`config.mk`:
```
export PLATFORM = sky130hd
export DESIGN_NAME = srb_sleep_reset_bank
export DESIGN_NICKNAME = d
export VERILOG_FILES = /design/src/srb_pkg.sv /design/src/srb_sleep_qual.sv /design/src/srb_sleep_reset_bank.sv
export SDC_FILE = /design/constraint.sdc
export NUM_CORES = 1
export LEC_CHECK = 0
export BUFFER_PORTS_ARGS = -buffer_cell sky130_fd_sc_hd__buf_2
export CAP_MARGIN = 20
export CORE_AREA = 4 4 118 120
export DETAILED_ROUTE_END_ITERATION = 8
export DIE_AREA = 0 0 122 124
export GPL_ROUTABILITY_DRIVEN = 0
export PLACE_DENSITY_LB_ADDON = 0.3
export SLEW_MARGIN = 25
export SYNTH_ARGS = -nofsm -noshare
export SYNTH_HDL_FRONTEND = slang
export SYNTH_SLANG_ARGS = --single-unit
```
`constraint.sdc`:
```
create_clock -name i_core_clk -period 2 [get_ports i_core_clk]
set_input_delay 0.5 -clock i_core_clk [delete_from_list [all_inputs] [get_ports i_core_clk]]
set_output_delay 0.5 -clock i_core_clk [all_outputs]
set_load 0.1 [all_outputs]
```
`src/srb_pkg.sv`:
```
// Overview of operation
// - Host word bits 16, 12, 1 reset emulator, configuration, UART when set and the block sleeps.
// - Controller word bits 31, 30 reset short timers, bit 29 misc registers.
// - Controller word bits 20..26 cover pulse generators one to seven, bit 4 zero.
// - Controller word bits 11,10,9,7,6,5,2,1,0 cover the other listed blocks.
// - Second word bits 22..16 cover timers, board links and blink drivers.
// - Second word bits 15..13, 11, 10, 6, 5, 3 cover the remaining blocks.
// - Second word bit 9 commands the quad flash master to sleep.
// - Blocks held in sleep reset may drop writes; wake them before writing.
package srb_pkg;

    localparam int          SRB_AW = 8;
    localparam int          SRB_DW = 32;

    // Register offsets
    localparam logic [7:0]  SRB_OFS_HOST_EN  = 8'h3C;
    localparam logic [7:0]  SRB_OFS_CTL_EN   = 8'h40;
    localparam logic [7:0]  SRB_OFS_CTL2_EN  = 8'h44;
    localparam logic [7:0]  SRB_OFS_HOST_ACT = 8'h50;
    localparam logic [7:0]  SRB_OFS_CTL_ACT  = 8'h54;
    localparam logic [7:0]  SRB_OFS_CTL2_ACT = 8'h58;

    // Reset values
    localparam logic [31:0] SRB_RST_HOST_EN  = 32'h0000_0000;
    localparam logic [31:0] SRB_RST_CTL_EN   = 32'h0000_0000;
    localparam logic [31:0] SRB_RST_CTL2_EN  = 32'h0000_0000;

    // Host word field positions
    localparam int SRB_B_KEYBOARD_EMULATOR      = 16;
    localparam int SRB_B_GLOBAL_CONFIGURATION   = 12;
    localparam int SRB_B_UART_ZERO              = 1;

    // Controller word field positions
    localparam int SRB_B_SECOND_SHORT_TIMER     = 31;
    localparam int SRB_B_FIRST_SHORT_TIMER      = 30;
    localparam int SRB_B_CONTROLLER_MISC_REGS   = 29;
    localparam int SRB_B_PULSE_GEN_ONE          = 20;
    localparam int SRB_N_PULSE_GEN_HIGH         = 7;
    localparam int SRB_B_FAN_SPEED_MONITOR_ONE  = 11;
    localparam int SRB_B_TWO_WIRE_ZERO          = 10;
    localparam int SRB_B_WATCHDOG_UNIT          = 9;
    localparam int SRB_B_TRACE_PORT             = 7;
    localparam int SRB_B_DMA                    = 6;
    localparam int SRB_B_POWER_MGMT_INTERFACE   = 5;
    localparam int SRB_B_PULSE_GEN_ZERO         = 4;
    localparam int SRB_B_FAN_SPEED_MONITOR_ZERO = 2;
    localparam int SRB_B_THERMAL_BUS_INTERFACE  = 1;
    localparam int SRB_B_INTERRUPT_AGGREGATOR   = 0;

    // Second controller word field positions
    localparam int SRB_B_FOURTH_SHORT_TIMER     = 22;
    localparam int SRB_B_THIRD_SHORT_TIMER      = 21;
    localparam int SRB_B_BOARD_LINK_ONE         = 20;
    localparam int SRB_B_BOARD_LINK_ZERO        = 19;
    localparam int SRB_B_BLINK_DRIVER_ZERO      = 16;
    localparam int SRB_N_BLINK_DRIVER           = 3;
    localparam int SRB_B_TWO_WIRE_ONE           = 13;
    localparam int SRB_N_TWO_WIRE_HIGH          = 3;
    localparam int SRB_B_KEY_MATRIX_SCANNER     = 11;
    localparam int SRB_B_HIBERNATION_COUNTER    = 10;
    localparam int SRB_B_FLASH_SLEEP_CMD        = 9;
    localparam int SRB_B_LEGACY_POINTER_ONE     = 6;
    localparam int SRB_B_LEGACY_POINTER_ZERO    = 5;
    localparam int SRB_B_CONVERTER              = 3;

    // Writable bits of each word
    localparam logic [31:0] SRB_WMASK_HOST = 32'h0001_1002;
    localparam logic [31:0] SRB_WMASK_CTL  = 32'hE7F0_0EF7;
    localparam logic [31:0] SRB_WMASK_CTL2 = 32'h007F_EE68;
    // Bits of each word that qualify a block reset
    localparam logic [31:0] SRB_QMASK_HOST = SRB_WMASK_HOST;
    localparam logic [31:0] SRB_QMASK_CTL  = SRB_WMASK_CTL;
    localparam logic [31:0] SRB_QMASK_CTL2 = 32'h007F_EC68;

    typedef struct packed {
        logic              wr;
        logic              rd;
        logic [SRB_AW-1:0] addr;
        logic [SRB_DW-1:0] wdata;
    } srb_bus_req_s;

    typedef enum logic [2:0] {
        SRB_SEL_NONE,
        SRB_SEL_HOST_EN,
        SRB_SEL_CTL_EN,
        SRB_SEL_CTL2_EN,
        SRB_SEL_HOST_ACT,
        SRB_SEL_CTL_ACT,
        SRB_SEL_CTL2_ACT
    } srb_sel_e;

endpackage : srb_pkg

```
`src/srb_sleep_qual.sv`:
```
`timescale 1ns/1ps
`default_nettype none
module srb_sleep_qual
    import srb_pkg::*;
#(
    parameter int          W    = 32,
    parameter logic [W-1:0] MASK = '1
) (
    // Clock and reset
    input  wire logic         i_core_clk,
    input  wire logic         i_arst_n,
    // Enables and sleep states
    input  wire logic [W-1:0] i_enable,
    input  wire logic [W-1:0] i_sleep,
    // Per-block reset, high = held in reset
    output logic      [W-1:0] o_block_rst
);

    // Refused at elaboration, before any logic is built
    if (W < 1 || W > SRB_DW) begin : g_bad_width
        $error("srb_sleep_qual: width out of range");
    end

    // System reset holds every qualified block in reset
    always_ff @(posedge i_core_clk or negedge i_arst_n) begin
        if (!i_arst_n) begin
            o_block_rst <= MASK;
        end else begin
            o_block_rst <= MASK & i_enable & i_sleep;
        end
    end

endmodule : srb_sleep_qual
`default_nettype wire

```
`src/srb_sleep_reset_bank.sv`:
```
// Local design decision: the address-and-strobe port.
`timescale 1ns/1ps
`default_nettype none
module srb_sleep_reset_bank
    import srb_pkg::*;
(
    // Clock and reset
    input  wire logic              i_core_clk,
    input  wire logic              i_arst_n,
    // Register port
    input  wire srb_bus_req_s      i_bus,
    output logic      [SRB_DW-1:0] o_rdata,
    // Sleep state of each block, per enable bit
    input  wire logic [31:0]       i_host_sleep,
    input  wire logic [31:0]       i_ctl_sleep,
    input  wire logic [31:0]       i_ctl2_sleep,
    // Packed per-block resets, high = in reset
    output logic      [31:0]       o_host_rst,
    output logic      [31:0]       o_ctl_rst,
    output logic      [31:0]       o_ctl2_rst,
    // Host side blocks
    output logic                   o_keyboard_emulator_rst,
    output logic                   o_global_configuration_rst,
    output logic                   o_uart_zero_rst,
    // Controller side timers and registers
    output logic                   o_first_short_timer_rst,
    output logic                   o_second_short_timer_rst,
    output logic                   o_third_short_timer_rst,
    output logic                   o_fourth_short_timer_rst,
    output logic                   o_controller_misc_registers_rst,
    // Pulse generators zero to seven
    output logic      [7:0]        o_pulse_generator_rst,
    // Other controller side blocks
    output logic                   o_fan_speed_monitor_zero_rst,
    output logic                   o_fan_speed_monitor_one_rst,
    output logic                   o_watchdog_unit_rst,
    output logic                   o_trace_port_rst,
    output logic                   o_dma_rst,
    output logic                   o_power_management_interface_rst,
    output logic                   o_thermal_bus_interface_rst,
    output logic                   o_interrupt_aggregator_rst,
    // Second controller word blocks, except two-wire zero from the first word
    output logic      [1:0]        o_board_link_rst,
    output logic      [2:0]        o_blink_driver_rst,
    output logic      [3:0]        o_two_wire_controller_rst,
    output logic                   o_key_matrix_scanner_rst,
    output logic                   o_hibernation_counter_rst,
    output logic      [1:0]        o_legacy_pointer_port_rst,
    output logic                   o_converter_rst,
    // Quad flash master sleep command
    output logic                   o_flash_sleep_cmd
);

    srb_sel_e          sel;
    logic [31:0]       host_en_r;
    logic [31:0]       ctl_en_r;
    logic [31:0]       ctl2_en_r;
    logic [31:0]       host_en_nxt;
    logic [31:0]       ctl_en_nxt;
    logic [31:0]       ctl2_en_nxt;
    logic [31:0]       host_rst_r;
    logic [31:0]       ctl_rst_r;
    logic [31:0]       ctl2_rst_r;
    logic [SRB_DW-1:0] rdata_r;
    logic [SRB_DW-1:0] rdata_nxt;
    logic              flash_sleep_r;

    // Address decode, shared by write and read paths
    function automatic srb_sel_e decode(input logic [SRB_AW-1:0] addr);
        srb_sel_e s;
        s = SRB_SEL_NONE;
        unique case (addr)
            SRB_OFS_HOST_EN:  s = SRB_SEL_HOST_EN;
            SRB_OFS_CTL_EN:   s = SRB_SEL_CTL_EN;
            SRB_OFS_CTL2_EN:  s = SRB_SEL_CTL2_EN;
            SRB_OFS_HOST_ACT: s = SRB_SEL_HOST_ACT;
            SRB_OFS_CTL_ACT:  s = SRB_SEL_CTL_ACT;
            SRB_OFS_CTL2_ACT: s = SRB_SEL_CTL2_ACT;
            default:          s = SRB_SEL_NONE;
        endcase
        return s;
    endfunction : decode

    assign sel = decode(i_bus.addr);

    // Only the writable bits take write data; reserved bits stay zero
    always_comb begin
        host_en_nxt = host_en_r;
        ctl_en_nxt  = ctl_en_r;
        ctl2_en_nxt = ctl2_en_r;
        if (i_bus.wr) begin
            unique case (sel)
                SRB_SEL_HOST_EN: host_en_nxt = i_bus.wdata & SRB_WMASK_HOST;
                SRB_SEL_CTL_EN:  ctl_en_nxt  = i_bus.wdata & SRB_WMASK_CTL;
                SRB_SEL_CTL2_EN: ctl2_en_nxt = i_bus.wdata & SRB_WMASK_CTL2;
                default: begin
                end
            endcase
        end
    end

    always_ff @(posedge i_core_clk or negedge i_arst_n) begin
        if (!i_arst_n) begin
            host_en_r <= SRB_RST_HOST_EN;
        end else begin
            host_en_r <= host_en_nxt;
        end
    end

    // Pulse generators, fans, watchdog and the rest share this word
    always_ff @(posedge i_core_clk or negedge i_arst_n) begin
        if (!i_arst_n) begin
            ctl_en_r <= SRB_RST_CTL_EN;
        end else begin
            ctl_en_r <= ctl_en_nxt;
        end
    end

    always_ff @(posedge i_core_clk or negedge i_arst_n) begin
        if (!i_arst_n) begin
            ctl2_en_r <= SRB_RST_CTL2_EN;
        end else begin
            ctl2_en_r <= ctl2_en_nxt;
        end
    end

    // Flash master sleeps when it next can; it owns the moment, not us
    always_ff @(posedge i_core_clk or negedge i_arst_n) begin
        if (!i_arst_n) begin
            flash_sleep_r <= 1'b0;
        end else begin
            flash_sleep_r <= ctl2_en_nxt[SRB_B_FLASH_SLEEP_CMD];
        end
    end

    // Read data stand for exactly one cycle after the strobe
    always_comb begin
        rdata_nxt = '0;
        if (i_bus.rd) begin
            unique case (sel)
                SRB_SEL_HOST_EN:  rdata_nxt = host_en_r;
                SRB_SEL_CTL_EN:   rdata_nxt = ctl_en_r;
                SRB_SEL_CTL2_EN:  rdata_nxt = ctl2_en_r;
                SRB_SEL_HOST_ACT: rdata_nxt = host_rst_r;
                SRB_SEL_CTL_ACT:  rdata_nxt = ctl_rst_r;
                SRB_SEL_CTL2_ACT: rdata_nxt = ctl2_rst_r;
                default:          rdata_nxt = '0;
            endcase
        end
    end

    always_ff @(posedge i_core_clk or negedge i_arst_n) begin
        if (!i_arst_n) begin
            rdata_r <= '0;
        end else begin
            rdata_r <= rdata_nxt;
        end
    end

    // Sleep reset qualifiers; a block in this reset may drop writes
    srb_sleep_qual #(
        .W    (32),
        .MASK (SRB_QMASK_HOST)
    ) u_host_qual (
        .i_core_clk  (i_core_clk),
        .i_arst_n    (i_arst_n),
        .i_enable    (host_en_r),
        .i_sleep     (i_host_sleep),
        .o_block_rst (host_rst_r)
    );

    srb_sleep_qual #(
        .W    (32),
        .MASK (SRB_QMASK_CTL)
    ) u_ctl_qual (
        .i_core_clk  (i_core_clk),
        .i_arst_n    (i_arst_n),
        .i_enable    (ctl_en_r),
        .i_sleep     (i_ctl_sleep),
        .o_block_rst (ctl_rst_r)
    );

    // Flash command bit is left out of the qualifier mask
    srb_sleep_qual #(
        .W    (32),
        .MASK (SRB_QMASK_CTL2)
    ) u_ctl2_qual (
        .i_core_clk  (i_core_clk),
        .i_arst_n    (i_arst_n),
        .i_enable    (ctl2_en_r),
        .i_sleep     (i_ctl2_sleep),
        .o_block_rst (ctl2_rst_r)
    );

    assign o_rdata           = rdata_r;
    assign o_host_rst        = host_rst_r;
    assign o_ctl_rst         = ctl_rst_r;
    assign o_ctl2_rst        = ctl2_rst_r;
    assign o_flash_sleep_cmd = flash_sleep_r;

    // Named views of the qualifier flops
    assign o_keyboard_emulator_rst    = host_rst_r[SRB_B_KEYBOARD_EMULATOR];
    assign o_global_configuration_rst = host_rst_r[SRB_B_GLOBAL_CONFIGURATION];
    assign o_uart_zero_rst            = host_rst_r[SRB_B_UART_ZERO];

    assign o_second_short_timer_rst        = ctl_rst_r[SRB_B_SECOND_SHORT_TIMER];
    assign o_first_short_timer_rst         = ctl_rst_r[SRB_B_FIRST_SHORT_TIMER];
    assign o_controller_misc_registers_rst = ctl_rst_r[SRB_B_CONTROLLER_MISC_REGS];
    assign o_fourth_short_timer_rst        = ctl2_rst_r[SRB_B_FOURTH_SHORT_TIMER];
    assign o_third_short_timer_rst         = ctl2_rst_r[SRB_B_THIRD_SHORT_TIMER];

    assign o_pulse_generator_rst[0] = ctl_rst_r[SRB_B_PULSE_GEN_ZERO];
    generate
        for (genvar g = 0; g < SRB_N_PULSE_GEN_HIGH; g++) begin : g_pulse
            assign o_pulse_generator_rst[g+1] = ctl_rst_r[SRB_B_PULSE_GEN_ONE+g];
        end
    endgenerate

    assign o_fan_speed_monitor_one_rst      = ctl_rst_r[SRB_B_FAN_SPEED_MONITOR_ONE];
    assign o_watchdog_unit_rst              = ctl_rst_r[SRB_B_WATCHDOG_UNIT];
    assign o_trace_port_rst                 = ctl_rst_r[SRB_B_TRACE_PORT];
    assign o_dma_rst                        = ctl_rst_r[SRB_B_DMA];
    assign o_power_management_interface_rst = ctl_rst_r[SRB_B_POWER_MGMT_INTERFACE];
    assign o_fan_speed_monitor_zero_rst     = ctl_rst_r[SRB_B_FAN_SPEED_MONITOR_ZERO];
    assign o_thermal_bus_interface_rst      = ctl_rst_r[SRB_B_THERMAL_BUS_INTERFACE];
    assign o_interrupt_aggregator_rst       = ctl_rst_r[SRB_B_INTERRUPT_AGGREGATOR];

    assign o_board_link_rst[1] = ctl2_rst_r[SRB_B_BOARD_LINK_ONE];
    assign o_board_link_rst[0] = ctl2_rst_r[SRB_B_BOARD_LINK_ZERO];
    generate
        for (genvar g = 0; g < SRB_N_BLINK_DRIVER; g++) begin : g_blink
            assign o_blink_driver_rst[g] = ctl2_rst_r[SRB_B_BLINK_DRIVER_ZERO+g];
        end
    endgenerate

    // Two-wire zero lives in the first controller word
    assign o_two_wire_controller_rst[0] = ctl_rst_r[SRB_B_TWO_WIRE_ZERO];
    generate
        for (genvar g = 0; g < SRB_N_TWO_WIRE_HIGH; g++) begin : g_twowire
            assign o_two_wire_controller_rst[g+1] = ctl2_rst_r[SRB_B_TWO_WIRE_ONE+g];
        end
    endgenerate

    assign o_key_matrix_scanner_rst     = ctl2_rst_r[SRB_B_KEY_MATRIX_SCANNER];
    assign o_hibernation_counter_rst    = ctl2_rst_r[SRB_B_HIBERNATION_COUNTER];
    assign o_legacy_pointer_port_rst[1] = ctl2_rst_r[SRB_B_LEGACY_POINTER_ONE];
    assign o_legacy_pointer_port_rst[0] = ctl2_rst_r[SRB_B_LEGACY_POINTER_ZERO];
    assign o_converter_rst              = ctl2_rst_r[SRB_B_CONVERTER];

endmodule : srb_sleep_reset_bank
`default_nettype wire

```
==> results.py <==
metrics = {
    "layout": {
        "final_area_sq_um": 6026,
        "antennaDiodeCount": 0,
        "seqCellArea_sq_um": 2700,
        "multi_input_area_sq_um": 1664,
        "layout_commonest_cell": "buf_2",
        "post-route-util_pct": 46.42,
        "fillers": 1252,
        "layout-drive-gt1-share_pct": 54.59,
        "layout_common_cells": "183 x buf_2, 68 x dfrtp_1, 61 x conb_1",
        "area_delta_synth_final_pct": 21.16,
        "fin_nets": 712,
    },
    "worst_setup_path": {
        "reg2reg_setup_slack_ps": 970,
        "crit_buf_inv": 2,
        "max_stage_delay_ps": 400,
        "path_class": "input port to flop",
        "start_kind": "input port",
        "worst_r2r_startpoint": "u_host_qual.o_block_rst[16]$_DFF_PN1_",
        "reg2reg_depth": 4,
        "cp_cell_sequence": "buf_2 -> or3_4 -> nor3_4 -> and3_1 -> buf_12 -> mux2_2",
        "end_kind": "flop",
        "path_delay_family": "simple AND/OR/NAND/NOR gates",
        "regToRegEndpoint": "o_rdata[16]$_DFF_PN0_",
        "path_max_fanout": 11,
        "cp_slowest_cell": "or3_4",
        "cp_data_required_time_ps": 2230,
        "arrival_ps": 2080,
    },
    "synth": {
        "syn_inst": 407,
        "ys.warnings.count": 0,
        "yosysUniqueCellTypes": 35,
        "ys_ff_latch": 106,
        "netlist_area_sq_um": 4974,
        "syn_avg_cell_area_sq_um": 12.22,
        "seq_area_frac_synth_pct": 54.29,
    },
    "power_and_ir_drop": {
        "p_leak_nw": 3.196,
        "vdd_drop_max_mv": 0.4384,
        "p_per_area_nw_per_um2": 853.7,
    },
    "detailed_routing": {
        "route.detailed.drc": 0,
        "first_pass_iters": 4,
        "avgViaCountPerCell": 4.495,
        "antenna_left": 0,
        "drt_iter0_markers": 177,
        "num_vias": 3385,
        "avgRoutedWirePerCell_um": 15.61,
        "totalWireLength_um": 11750,
    },
    "global_routing": {
        "track_usage_pct": 15.34,
        "grt_overflow": 0,
        "grt_pass1_vias": 3322,
        "antenna_found_initial": 0,
        "grt_pass1_wl_um": 17550,
        "grt_max_degree": 107,
    },
    "die": {
        "die_x_um": 122,
        "die_h_um": 124,
        "pin_count": 307,
        "dieArea_sq_um": 15130,
        "rows": 42,
        "initial_core_util_pct": 38.32,
        "core_sq_um": 12980,
    },
    "placement": {
        "numPortBuffers": 184,
        "dpl.hpwl_um": 8717,
        "place_area_sq_um": 5729,
        "pre_cts_ws_ps": -201.9,
    },
    "clocking": {
        "clkLatencyLatePin_ps": 350,
        "cts_max_path_buffers": 2,
        "numCtsBuffers": 9,
        "clock_sinks": 106,
        "clk_pin_slew_ps": 70,
        "cts_tree": "done",
        "ctsResizeCount": 0,
        "cts_root_buf": "clkbuf_16",
        "cts-hold-fix-buffers": 0,
        "post_cts_buffers": 0,
        "cts_max_level": 3,
    },
    "sta": {
        "clock_skew_ps": 5.021,
        "relSlewSlack_pct": 58.72,
        "worstMarginPinSlew_ps": 617.9,
        "period_needed_ps": 1853,
        "rsz0062_at_grt": "false",
        "setup_slack_ps": 146.9,
        "hold-worst-slack_ps": 219.7,
        "setup_viol": 0,
        "fin_crit_sh_pct": 92.66,
        "hold_violations": 0,
        "max_freq_mhz": 539.6,
        "setup-tns-final_ps": 0,
        "drv_slew": 0,
    },
    "job": {
        "drv_cap": 0,
    },
    "worst_hold_path": {
        "hp-class": "input port to async pin",
    },
    "outcome": {
        "outcome": "finished clean",
    },
}
[Yosys cell counts]
library cell / count / area, sq um
buf_12: 1 / 20.02
dfrtp_1: 68 / 1702
nor2_1: 30 / 112.6
nand2_1: 7 / 26.28
nor2b_1: 2 / 12.51
o21bai_1: 1 / 7.510
or3_1: 2 / 12.51
buf_6: 2 / 22.52
or3b_1: 1 / 8.760
clkbuf_1: 7 / 26.28
nor4_1: 2 / 12.51
a32oi_1: 3 / 26.28
o211ai_1: 1 / 7.510
or3b_2: 1 / 8.760
clkbuf_2: 1 / 5.000
nor3_4: 1 / 16.27
buf_4: 101 / 758.2
a22o_1: 7 / 61.31
nand2b_1: 1 / 6.260
inv_1: 1 / 3.750
and3_1: 2 / 12.51
a22oi_1: 25 / 187.7
a21oi_1: 3 / 15.01
mux2i_1: 1 / 10.01
nor4b_2: 1 / 15.01
nor4_2: 1 / 12.51
dfstp_2: 38 / 998.5
buf_2: 1 / 5.000
nor3_1: 6 / 30.03
conb_1: 1 / 3.750
and2_1: 38 / 237.7
buf_1: 1 / 3.750
mux2_4: 10 / 150.1
mux2_2: 38 / 427.9
or2b_1: 1 / 7.510
[cells by family (layout without fill, tap and decap cells)]
family / Yosys count / after routing / synth area share, %
buf+inv: 115 / 225 / 16.98
flops: 106 / 106 / 54.29
compound gates: 40 / 40 / 6.139
simple gates: 96 / 96 / 10.69
mux: 49 / 49 / 11.82
other cells: 1 / 61 / 0.07540
[report_power, final]
| group | internal, mW | switching [mW] |
|---|---|---|
| logic | 0.162 | 0.944 |
| clock network | 1.00 | 0.775 |
| registers | 2.22 | 0.0412 |
[state kept, by name, summed over array words and instances, names as in the netlist]
signal and cells:
o_rdata 29, u_host_qual.o_block_rst 3, host_en_r 3, ctl2_en_r 15, u_ctl2_qual.o_block_rst 15, u_ctl_qual.o_block_rst 20, o_flash_sleep_cmd 1, ctl_en_r 20
[worst reg2reg max path, delay by kind of cell, from the launching register on]
| kind | cells | cell delay [ps] |
|---|---|---|
| compound gates | 2 | 210 |
| simple gates | 1 | 140 |
| mux | 1 | 80 |
| flops | 1 | 540 |
[per-stage QoR]
step	instances	total power, mW
5_1_grt	753	5.352
2_1_floorplan	467	3.320
4_1_cts	753	5.216
3_3_place_gp	737	3.397
6_report	753	5.144
3_5_place_dp	737	3.407
[cell type report]
| class | instances | share of cell area, % |
|---|---|---|
| clock buffers | 11 | 4.028 |
| well taps | 176 | 3.654 |
| multi-input cells | 246 | 27.62 |
| flip-flops and latches | 106 | 44.81 |
| clock inverters | 5 | 0.8929 |
| repair buffers | 208 | 18.94 |
| inverters | 1 | 0.06229 |
[layer usage]
layer  vias up  track usage [%]  share of wire [%]
met5         -                0                  0
met3        17            4.042                8.4
li1       1543                -                  -
met4         0            6.863                1.9
met2       152            25.69                 49
met1      1673            18.67                 40
[worst max-delay path by stage]
stage | startpoint | endpoint | cells past startpoint
floorplan | i_bus[35] | o_flash_sleep_cmd$_DFFE_PN0P_ | 7
CTS | u_ctl_qual.o_block_rst[9]$_DFF_PN1_ | o_watchdog_unit_rst | 1
finish | i_bus[32] | ctl2_en_r[13]$_DFFE_PN0P_ | 6
global placement | i_bus[32] | ctl2_en_r[11]$_DFFE_PN0P_ | 6
global route | i_bus[39] | ctl2_en_r[6]$_DFFE_PN0P_ | 6
detailed placement | i_bus[32] | ctl2_en_r[6]$_DFFE_PN0P_ | 6
No activity file was read; power rests on OpenSTA's default activity.
